**src/rtl/tpw_map.svh**
```systemverilog
// Purpose: Address map, field positions and codes of the PWM timer unit
// Assumes: APB byte addresses, one aligned word per 8-bit register
// Notes: Definitions only
`ifndef TPW_MAP_SVH
`define TPW_MAP_SVH
// Address split: instance select and register offset
`define TPW_INST_MSB 7
`define TPW_INST_LSB 6
`define TPW_OFF_MSB 5
// Per-instance offsets
`define TPW_OFF_SC 6'h00
`define TPW_OFF_CNTH 6'h04
`define TPW_OFF_CNTL 6'h08
`define TPW_OFF_MODH 6'h0c
`define TPW_OFF_MODL 6'h10
`define TPW_CH_BASE 6'h14
`define TPW_CH_STRIDE 6'h0c
`define TPW_CH_SC 6'h00
`define TPW_CH_VH 6'h04
`define TPW_CH_VL 6'h08
// System option register (absolute byte address)
`define TPW_OFF_OPT 8'h80
// Status/control fields
`define TPW_TOF_BIT 7
// Clock source codes
`define TPW_CLK_OFF 2'b00
`define TPW_CLK_BUS 2'b01
`define TPW_CLK_FIXED 2'b10
`define TPW_CLK_EXT 2'b11
// Counter values
`define TPW_CNT_ZERO 16'h0000
`define TPW_CNT_ONE 16'h0001
`define TPW_FREE_TOP 16'hffff
`define TPW_PRE_ONE 7'h01
`define TPW_PRE_UNIT 8'h01
// Comparator routing target
`define TPW_ROUTE_INST 0
`define TPW_ROUTE_CH 0
`endif

```
**src/rtl/tpw_pkg.sv**
```systemverilog
// Purpose: Types of the PWM timer unit
// Assumes: Two instances, two channels each
// Notes: Field order of the structs is the register bit order
package tpw_pkg;
    localparam int TPW_NUM_INST = 2;
    localparam int TPW_NUM_CH = 2;

    typedef struct packed {
        logic overflow_flag;
        logic overflow_irq_enable;
        logic center_align_select;
        logic [1:0] clks;
        logic [2:0] ps;
    } tpw_sc_t;

    typedef struct packed {
        logic chf;
        logic chie;
        logic msb;
        logic msa;
        logic elsb;
        logic elsa;
        logic [1:0] spare;
    } tpw_csc_t;

    typedef struct packed {
        tpw_csc_t csc;
        logic arm;
        logic [15:0] val;
        logic [15:0] bufv;
        logic hiW;
        logic loW;
        logic pinPrev;
        logic pinOut;
        logic pinOe_n;
    } tpw_ch_t;

    typedef struct packed {
        tpw_sc_t sc;
        logic tofArm;
        logic [15:0] cnt;
        logic down;
        logic [6:0] pre;
        logic [15:0] modv;
        logic [15:0] modBuf;
        logic modHiW;
        logic modLoW;
        logic irq;
        tpw_ch_t [TPW_NUM_CH-1:0] ch;
    } tpw_unit_t;

    typedef struct packed {
        tpw_unit_t [TPW_NUM_INST-1:0] u;
        logic route;
        logic [2:0] extSync;
        logic pready;
        logic pslverr;
        logic [31:0] prdata;
    } tpw_state_t;
endpackage

```
**src/rtl/tpw_timer.sv**
```systemverilog
// Purpose: Two 16-bit timer/PWM instances with shared APB register access
// Assumes: Channel pins and comparator output synchronous to mclk
// Notes: One wait state on every APB access; registers 8 bits in low lane
//
// Contract
// - Two timer instances, one pin per channel, channels from zero, pins shared.
// - Overflow flag sets when counter wraps to zero after reaching modulo.
// - Flag clears only by read while set, then writing zero.
// - Overflow during clear sequence restarts it; flag stays set.
// - Writing one to flag has no effect; reset clears flag.
// - Interrupt request while flag and enable both set; reset clears enable.
// - Center select clear counts up; set counts up/down, channels center-aligned.
// - Clock source field disables or selects bus, fixed, or external clock.
// - External clock synchronised to bus clock; fixed clock equals bus clock.
// - Three-bit prescale picks eight factors after source selection.
// - New prescale acts on the next clock after register update.
// - Modulo and channel value bytes land in buffers for coherent updates.
// - Center mode, clock off: channel value loads at second byte.
// - Center mode, clock on: loads when counter steps modulo-1 to modulo.
// - Counter at modulo may raise overflow at end of that count.
// - Status/control write discards pending modulo bytes.
// - Channel control write discards pending value bytes of that channel.
// - Reset clears status/control, stopping clock and disabling interrupts.
// - Reset puts channels in input capture with pins released; here reset loads chOe_n low, so pins drive until the first clock after reset.
// - Routing bit feeds comparator to capture channel zero, pin unavailable.
// - Center mode sets overflow flag at up-to-down reversal at modulo.
// - Compare or PWM channel flag sets when counter matches channel value.
//
// Design decisions made here: the register addresses and the APB register port.
`timescale 1ns/10ps
`include "tpw_map.svh"

module tpw_timer
    import tpw_pkg::*;
(
    // Clock and reset
    input wire logic mclk,
    input wire logic rst_n,
    // APB slave
    input wire logic psel,
    input wire logic penable,
    input wire logic pwrite,
    input wire logic [7:0] paddr,
    input wire logic [31:0] pwdata,
    output logic [31:0] prdata,
    output logic pready,
    output logic pslverr,
    // External clock and comparator
    input wire logic extClk,
    input wire logic acmpOut,
    // Channel pins, index instance*TPW_NUM_CH+channel
    input wire logic [TPW_NUM_INST*TPW_NUM_CH-1:0] chIn,
    output logic [TPW_NUM_INST*TPW_NUM_CH-1:0] chOut,
    output logic [TPW_NUM_INST*TPW_NUM_CH-1:0] chOe_n,
    // Overflow interrupt request per instance
    output logic [TPW_NUM_INST-1:0] ovfIrq
);
    tpw_state_t r_r;
    tpw_state_t r_nxt;
    logic [TPW_NUM_INST-1:0] ovfEv;
    logic [TPW_NUM_INST-1:0] stepEv;
    logic doR;
    logic doW;

    function automatic logic [5:0] chAddr(input int c, input logic [5:0] k);
        chAddr = 6'(`TPW_CH_BASE + 6'(c) * `TPW_CH_STRIDE) + k;
    endfunction

    logic [5:0] off;
    logic [1:0] inst;
    logic [7:0] rd;
    logic hit;
    logic extTick;
    logic srcTick;
    logic [6:0] mask;
    logic [15:0] top;
    logic toTop;
    logic instHit;
    logic wSc;
    logic pin;
    logic edgeHit;
    logic active;
    logic cmp;
    logic rdSel;
    logic both;
    tpw_unit_t u;
    tpw_ch_t ch;
    always_comb begin
        r_nxt = r_r;
        off = paddr[`TPW_OFF_MSB:0];
        inst = paddr[`TPW_INST_MSB:`TPW_INST_LSB];
        rd = 8'h00;
        hit = 1'b0;
        ovfEv = '0;
        stepEv = '0;
        doR = psel & penable & r_r.pready & ~pwrite;
        doW = psel & penable & r_r.pready & pwrite;
        // External clock: two-flop sync, edge taken past the second flop
        r_nxt.extSync = {r_r.extSync[1:0], extClk};
        extTick = r_r.extSync[1] & ~r_r.extSync[2];
        if (paddr == `TPW_OFF_OPT) begin
            hit = 1'b1;
            rd = {7'h00, r_r.route};
            if (doW) begin
                r_nxt.route = pwdata[0];
            end
        end
        for (int i = 0; i < TPW_NUM_INST; i++) begin
            u = r_r.u[i];
            instHit = (paddr != `TPW_OFF_OPT) && (inst == 2'(i));
            wSc = doW && instHit && (off == `TPW_OFF_SC);
            // Source select; no PLL so the fixed clock runs at bus rate
            unique case (u.sc.clks)
                `TPW_CLK_OFF: srcTick = 1'b0;
                `TPW_CLK_BUS: srcTick = 1'b1;
                `TPW_CLK_FIXED: srcTick = 1'b1;
                `TPW_CLK_EXT: srcTick = extTick;
            endcase
            // Divide by 2**ps; ps read live so a new value acts next cycle
            mask = 7'((`TPW_PRE_UNIT << u.sc.ps) - `TPW_PRE_UNIT);
            stepEv[i] = srcTick && ((u.pre & mask) == mask);
            if (srcTick) begin
                r_nxt.u[i].pre = u.pre + `TPW_PRE_ONE;
            end
            top = (u.modv == `TPW_CNT_ZERO) ? `TPW_FREE_TOP : u.modv;
            toTop = stepEv[i] && !u.down && (u.cnt == top - `TPW_CNT_ONE);
            // Leaving center mode drops the down phase even while stopped
            r_nxt.u[i].down = u.down & u.sc.center_align_select;
            if (stepEv[i]) begin
                if (!u.sc.center_align_select) begin
                    if (u.cnt == top) begin
                        r_nxt.u[i].cnt = `TPW_CNT_ZERO;
                        ovfEv[i] = 1'b1;
                    end else begin
                        r_nxt.u[i].cnt = u.cnt + `TPW_CNT_ONE;
                    end
                end else if (!u.down) begin
                    if (u.cnt == top) begin
                        r_nxt.u[i].down = 1'b1;
                        r_nxt.u[i].cnt = u.cnt - `TPW_CNT_ONE;
                        ovfEv[i] = 1'b1;
                    end else begin
                        r_nxt.u[i].cnt = u.cnt + `TPW_CNT_ONE;
                    end
                end else if (u.cnt == `TPW_CNT_ZERO) begin
                    r_nxt.u[i].down = 1'b0;
                    r_nxt.u[i].cnt = `TPW_CNT_ONE;
                end else begin
                    r_nxt.u[i].cnt = u.cnt - `TPW_CNT_ONE;
                end
            end
            // Counter write restarts the count from zero
            if (doW && instHit && (off == `TPW_OFF_CNTH || off == `TPW_OFF_CNTL)) begin
                r_nxt.u[i].cnt = `TPW_CNT_ZERO;
                r_nxt.u[i].pre = '0;
                r_nxt.u[i].down = 1'b0;
            end
            // Status/control read and write
            if (instHit && off == `TPW_OFF_SC) begin
                hit = 1'b1;
                rd = u.sc;
            end
            if (doR && instHit && off == `TPW_OFF_SC && u.sc.overflow_flag) begin
                r_nxt.u[i].tofArm = 1'b1;
            end
            if (wSc) begin
                r_nxt.u[i].sc.overflow_irq_enable = pwdata[6];
                r_nxt.u[i].sc.center_align_select = pwdata[5];
                r_nxt.u[i].sc.clks = pwdata[4:3];
                r_nxt.u[i].sc.ps = pwdata[2:0];
                r_nxt.u[i].modHiW = 1'b0;
                r_nxt.u[i].modLoW = 1'b0;
                // Writing one leaves the flag alone
                if (!pwdata[`TPW_TOF_BIT] && u.tofArm) begin
                    r_nxt.u[i].sc.overflow_flag = 1'b0;
                    r_nxt.u[i].tofArm = 1'b0;
                end
            end
            // New overflow wins over a clear and restarts the sequence
            if (ovfEv[i]) begin
                r_nxt.u[i].sc.overflow_flag = 1'b1;
                r_nxt.u[i].tofArm = 1'b0;
            end
            // Modulo bytes collect in a buffer, loaded as one word
            if (instHit && off == `TPW_OFF_MODH) begin
                hit = 1'b1;
                rd = u.modv[15:8];
                if (doW) begin
                    r_nxt.u[i].modBuf[15:8] = pwdata[7:0];
                    r_nxt.u[i].modHiW = 1'b1;
                end
            end
            if (instHit && off == `TPW_OFF_MODL) begin
                hit = 1'b1;
                rd = u.modv[7:0];
                if (doW) begin
                    r_nxt.u[i].modBuf[7:0] = pwdata[7:0];
                    r_nxt.u[i].modLoW = 1'b1;
                end
            end
            if (r_nxt.u[i].modHiW && r_nxt.u[i].modLoW) begin
                r_nxt.u[i].modv = r_nxt.u[i].modBuf;
                r_nxt.u[i].modHiW = 1'b0;
                r_nxt.u[i].modLoW = 1'b0;
            end
            if (instHit && (off == `TPW_OFF_CNTH || off == `TPW_OFF_CNTL)) begin
                hit = 1'b1;
                rd = (off == `TPW_OFF_CNTH) ? u.cnt[15:8] : u.cnt[7:0];
            end
            r_nxt.u[i].irq = r_nxt.u[i].sc.overflow_flag & r_nxt.u[i].sc.overflow_irq_enable;
            for (int c = 0; c < TPW_NUM_CH; c++) begin
                ch = u.ch[c];
                // Comparator may replace the pin on one capture input
                pin = (r_r.route && i == `TPW_ROUTE_INST && c == `TPW_ROUTE_CH) ?
                    acmpOut : chIn[i*TPW_NUM_CH+c];
                r_nxt.u[i].ch[c].pinPrev = pin;
                active = u.sc.center_align_select | ch.csc.msb | ch.csc.msa;
                cmp = stepEv[i] && (u.cnt == ch.val);
                edgeHit = (ch.csc.elsa & pin & ~ch.pinPrev) |
                    (ch.csc.elsb & ~pin & ch.pinPrev);
                if (!active && edgeHit) begin
                    r_nxt.u[i].ch[c].val = u.cnt;
                    r_nxt.u[i].ch[c].csc.chf = 1'b1;
                end
                if (active && cmp) begin
                    r_nxt.u[i].ch[c].csc.chf = 1'b1;
                end
                // Pin level: PWM from counter vs value, compare acts on match
                if (u.sc.center_align_select || ch.csc.msb) begin
                    r_nxt.u[i].ch[c].pinOut = (r_nxt.u[i].cnt < ch.val) ^ ch.csc.elsa;
                end else if (ch.csc.msa && cmp) begin
                    unique case ({ch.csc.elsb, ch.csc.elsa})
                        2'b01: r_nxt.u[i].ch[c].pinOut = ~ch.pinOut;
                        2'b10: r_nxt.u[i].ch[c].pinOut = 1'b0;
                        2'b11: r_nxt.u[i].ch[c].pinOut = 1'b1;
                        2'b00: r_nxt.u[i].ch[c].pinOut = ch.pinOut;
                    endcase
                end
                // Routed comparator keeps that pin off the timer
                r_nxt.u[i].ch[c].pinOe_n = ~(active & (ch.csc.elsb | ch.csc.elsa)) |
                    (r_r.route && i == `TPW_ROUTE_INST && c == `TPW_ROUTE_CH);
                rdSel = instHit && off == chAddr(c, `TPW_CH_SC);
                if (rdSel) begin
                    hit = 1'b1;
                    rd = ch.csc;
                end
                if (doR && rdSel && ch.csc.chf) begin
                    r_nxt.u[i].ch[c].arm = 1'b1;
                end
                if (doW && rdSel) begin
                    r_nxt.u[i].ch[c].csc.chie = pwdata[6];
                    r_nxt.u[i].ch[c].csc.msb = pwdata[5];
                    r_nxt.u[i].ch[c].csc.msa = pwdata[4];
                    r_nxt.u[i].ch[c].csc.elsb = pwdata[3];
                    r_nxt.u[i].ch[c].csc.elsa = pwdata[2];
                    r_nxt.u[i].ch[c].hiW = 1'b0;
                    r_nxt.u[i].ch[c].loW = 1'b0;
                    if (!pwdata[`TPW_TOF_BIT] && ch.arm && !(active ? cmp : edgeHit)) begin
                        r_nxt.u[i].ch[c].csc.chf = 1'b0;
                        r_nxt.u[i].ch[c].arm = 1'b0;
                    end
                end
                rdSel = instHit && off == chAddr(c, `TPW_CH_VH);
                if (rdSel) begin
                    hit = 1'b1;
                    rd = ch.val[15:8];
                    if (doW) begin
                        r_nxt.u[i].ch[c].bufv[15:8] = pwdata[7:0];
                        r_nxt.u[i].ch[c].hiW = 1'b1;
                    end
                end
                rdSel = instHit && off == chAddr(c, `TPW_CH_VL);
                if (rdSel) begin
                    hit = 1'b1;
                    rd = ch.val[7:0];
                    if (doW) begin
                        r_nxt.u[i].ch[c].bufv[7:0] = pwdata[7:0];
                        r_nxt.u[i].ch[c].loW = 1'b1;
                    end
                end
                both = r_nxt.u[i].ch[c].hiW && r_nxt.u[i].ch[c].loW;
                // Center mode with a clock waits for the top of the count
                if (both && (!u.sc.center_align_select || u.sc.clks == `TPW_CLK_OFF || toTop)) begin
                    r_nxt.u[i].ch[c].val = r_nxt.u[i].ch[c].bufv;
                    r_nxt.u[i].ch[c].hiW = 1'b0;
                    r_nxt.u[i].ch[c].loW = 1'b0;
                end
            end
        end
        // APB: one wait state, data registered on the same edge that pready rises
        r_nxt.pready = psel & penable & ~r_r.pready;
        r_nxt.pslverr = psel & penable & ~r_r.pready & ~hit;
        if (psel && penable && !r_r.pready) begin
            r_nxt.prdata = {24'h000000, rd};
        end
    end

    // Every reset value is zero: timer stopped, channels in capture, pins driven (pinOe_n 0) until the first clock after reset
    always_ff @(posedge mclk or negedge rst_n) begin
        if (!rst_n) begin
            r_r <= '0;
        end else begin
            r_r <= r_nxt;
        end
    end

    assign prdata = r_r.prdata;
    assign pready = r_r.pready;
    assign pslverr = r_r.pslverr;
    always_comb begin
        for (int i = 0; i < TPW_NUM_INST; i++) begin
            ovfIrq[i] = r_r.u[i].irq;
            for (int c = 0; c < TPW_NUM_CH; c++) begin
                chOut[i*TPW_NUM_CH+c] = r_r.u[i].ch[c].pinOut;
                chOe_n[i*TPW_NUM_CH+c] = r_r.u[i].ch[c].pinOe_n;
            end
        end
    end

    logic wSc0;
    assign wSc0 = doW && (paddr == {2'b00, `TPW_OFF_SC});
endmodule

```
**config.mk**
```make
export PLATFORM = sky130hd
export DESIGN_NAME = tpw_timer
export DESIGN_NICKNAME = d
export VERILOG_FILES = /design/src/rtl/tpw_pkg.sv /design/src/rtl/tpw_timer.sv
export VERILOG_INCLUDE_DIRS = /design/src /design/src/rtl
export SDC_FILE = /design/constraint.sdc
export NUM_CORES = 1
export LEC_CHECK = 0
export ABC_AREA = 1
export BUFFER_PORTS_ARGS = -buffer_cell sky130_fd_sc_hd__clkbuf_2
export CAP_MARGIN = 20
export CORE_UTILIZATION = 59
export CTS_BUF_LIST = sky130_fd_sc_hd__clkbuf_4 sky130_fd_sc_hd__clkbuf_8 sky130_fd_sc_hd__clkbuf_16
export DETAILED_ROUTE_END_ITERATION = 8
export HOLD_SLACK_MARGIN = 0.1
export PLACE_DENSITY = 0.85
export SYNTH_ARGS = -nofsm -noshare
export SYNTH_HDL_FRONTEND = slang
export SYNTH_SLANG_ARGS = --single-unit
```
**constraint.sdc**
```tcl
create_clock -name mclk -period 7.6 [get_ports mclk]
set_input_delay 1.52 -clock mclk [delete_from_list [all_inputs] [get_ports mclk]]
set_output_delay 1.52 -clock mclk [all_outputs]
set_load 0.03 [all_outputs]
```
==> impl_metrics.toml <==
[logic_synthesis]
synth_cell_type_count = 56
synth_flop_cell = "dfrtp_1"
synth.area.top_cells = "dfrtp_1 (39%), nand2_1 (12%), nand3_1 (7.3%)"
ys_ff_latch = 326
yosys_warnings = 0
avgSynthCellArea_um2 = 7.23
synth_top_area_share_pct = 39.4
synth_edf_count = 0
synth_top_area_cell = "dfrtp_1"
synthArstFlopShare_pct = 100
syn_area_um2 = 20700
synthCells = 2865
ys_seq_area_share_pct = 39.4

[critical_path]
crit_start = "r_r[187]"
endpoint_kind = "flop"
path_max_fanout = 8
r2r_setup_slack_ns = 2.20
critPathLaunchType = "flop"
crit_end = "chOut[0]"
regToRegStartpoint = "r_r[187]"
critPathRequiredTime_ns = 8.05
worstSetupPathType = "reg -> reg"
reg2reg_depth = 26
rr_endpoint = "chOut[0]"
arrival_ns = 5.84

[pwr]
ir_drop_mv = 0.222
power_per_cell_area_nw_per_um2 = 242
p_leak_nw = 10.7

[clocking]
clk_pin_slew_ns = 0.06
worst_skew_pair.late_latency_ns = 0.54
cts_sinks = 326
hold_buffers = 0
cts_tree = "done"
cts_inserted_buffers = 37
post_cts_buffers = 0
cts-root-buf = "clkbuf_16"
cts_buffer_depth = 3
htree_levels = 2
post_cts_resized = 0

[sta]
tns_ns = 0
worstMarginPinSlew_ns = 1.02
setup_viol = 0
slew_headroom_pct = 31.9
finalCritPeriodShare_pct = 71.0
rsz0062_at_grt = "false"
final-hold-violation-count = 0
min_period_ns = 5.40
fin_ws_ns = 2.20
final_max_slew_viol_count = 0
skew_ns = 0.0112
max_freq_mhz = 185

[final_layout]
fin_nets = 2971
area_delta_synth_final_pct = 7.73
mostFrequentLayoutCell = "nand2_1"
layout-drive-gt1-share_pct = 5.96
diodes = 0
mostFrequentLayoutCells = "nand2_1 (686), dfrtp_1 (326), inv_1 (303), nand3_1 (303), nor2_1 (263)"
final_area_um2 = 22300

[routing]
vias = 20411
viasPerCell = 6.14
drt_wl_total_um = 73000
dr.pass1.iters = 6
drt-initial-drc-count = 2853
ant_nets = 0
routedWlPerCell_um = 21.9
drt_drc_violations_left = 0

[floorplanning]
row_count = 68
die_h_um = 189
num_io_pins = 95
die_width_um = 189
core-area_um2 = 34500
start_util_pct = 60.0
die_area_um2 = 35900

[placed_design]
io_buffers = 46
dp_slack_ns = 2.10
routabilityCongestion = 1.00
placed_cell_area_um2 = 21000
dp_hpwl_um = 53500

[grt]
grt_max_degree = 176
grt.total_usage_pct = 40.6
grt_pass1_vias = 18933
overflow = 0
grt_antenna_before_repair = 0
grt_first_pass_wirelength_um = 110000

[flow_run]
maxCapViolations = 0

[outcome]
status = "complete, no violations"

[worst_hold_path]
hold_class = "reg -> reg"
==> cells in the mapped netlist, drive strengths merged, types with 4 or more instances <==
library cell and n:
nand2 691, dfrtp 326, inv 311, nand3 304, nor2 270, o21ai 249, a21oi 134, clkbuf 81
ha 72, buf 71, xor2 60, nor3 49, nand4 47, xnor2 34, a211oi 32, clkinv 18
o211ai 16, o22ai 16, nor4 12, nand3b 7, nor3b 7, o2111ai 7, a31oi 6, a221oi 5
and3 4, o221ai 4, o31ai 4, or2 4
==> worst max-delay path, stage by stage, from the launching register on <==
cell       delay (ns)
dfrtp_1          0.68
clkinv_1         0.61
nand2_1          0.21
nand2_1          0.14
nor2_1           0.14
nand2_1          0.06
nor2_1           0.13
nand2_2          0.13
inv_2            0.17
nor2_2           0.10
inv_2            0.14
nor2_4           0.08
nor2_1           0.18
nand2_1          0.21
inv_1            0.18
a21oi_1          0.09
a211oi_1         0.44
ha_1             0.33
nand2_1          0.06
inv_1            0.06
nand3_1          0.07
a31oi_1          0.07
a2111oi_0        0.61
nand2_1          0.11
nand2_1          0.09
nand3_1          0.07
a21oi_1          0.15
==> flip-flops by register name, summed over array words and instances, names as in the netlist <==
| name | count |
|---|---|
| r_nxt | 2 |
| chOut | 4 |
| ovfIrq | 2 |
| pslverr | 1 |
| r_r | 262 |
| chOe_n | 4 |
| prdata | 8 |
| pready | 1 |
| ch | 42 |
==> cell families (layout without fill, tap and decap cells) <==
family | Yosys count | in the layout | share of synthesized area, %
AND/OR/NAND/NOR | 1401 | 1401 | 29.1
AO/OA/AOI/OAI | 488 | 488 | 13.2
buffers and inverters | 481 | 464 | 9.89
flip-flops | 326 | 326 | 39.4
XOR/XNOR | 94 | 94 | 3.98
adder cells (fa/ha/maj) | 72 | 72 | 4.35
multiplexers | 2 | 2 | 0.109
other | 1 | 24 | 0.0181
==> stage by stage <==
step	utilization (%)	hold slack [ns]	std cells	power, mW
2_1_floorplan	-	0.331	2888	3.02
3_3_place_gp	60.7	0.346	3259	3.44
3_5_place_dp	60.7	0.342	3260	3.49
4_1_cts	64.4	0.379	3322	5.36
5_1_grt	64.6	0.391	3326	5.65
6_report	64.6	0.366	3326	5.41
==> power breakdown <==
part           switching [mW]  internal, mW  leakage, nW
combinational           0.937         0.479         5.96
sequential              0.259          1.84         4.17
clock                   0.742          1.15        0.619
==> metal layers <==
layer / global-route usage [%] / share of wire [%] / vias up
met5: 1.79 / 0.12 / -
met4: 12.4 / 3.0 / 2
met3: 13.4 / 14 / 160
met2: 58.4 / 42 / 1199
met1: 57.4 / 41 / 9698
li1: - / - / 9352
==> worst min-delay path by stage <==
stage / from / endpoint / slack, ns / cells after the start
2_1_floorplan: r_nxt[35] / r_nxt[36] / 0.33 / 0
3_3_place_gp: r_nxt[35] / r_nxt[36] / 0.35 / 0
3_5_place_dp: r_nxt[35] / r_nxt[36] / 0.34 / 0
4_1_cts: r_nxt[35] / r_nxt[36] / 0.38 / 0
5_1_grt: r_nxt[35] / r_nxt[36] / 0.39 / 0
6_report: r_nxt[35] / r_nxt[36] / 0.37 / 0
==> area by class of cell <==
type,instances,area (µm²)
Tap cell,455,569
Fill cell,3032,12200
Clock inverter,12,200
Sequential cell,326,8160
Clock buffer,50,1060
Timing Repair Buffer,73,495
Multi-Input combinational cell,2081,10600
Inverter,329,1230
(Power assumes the default switching activity.)
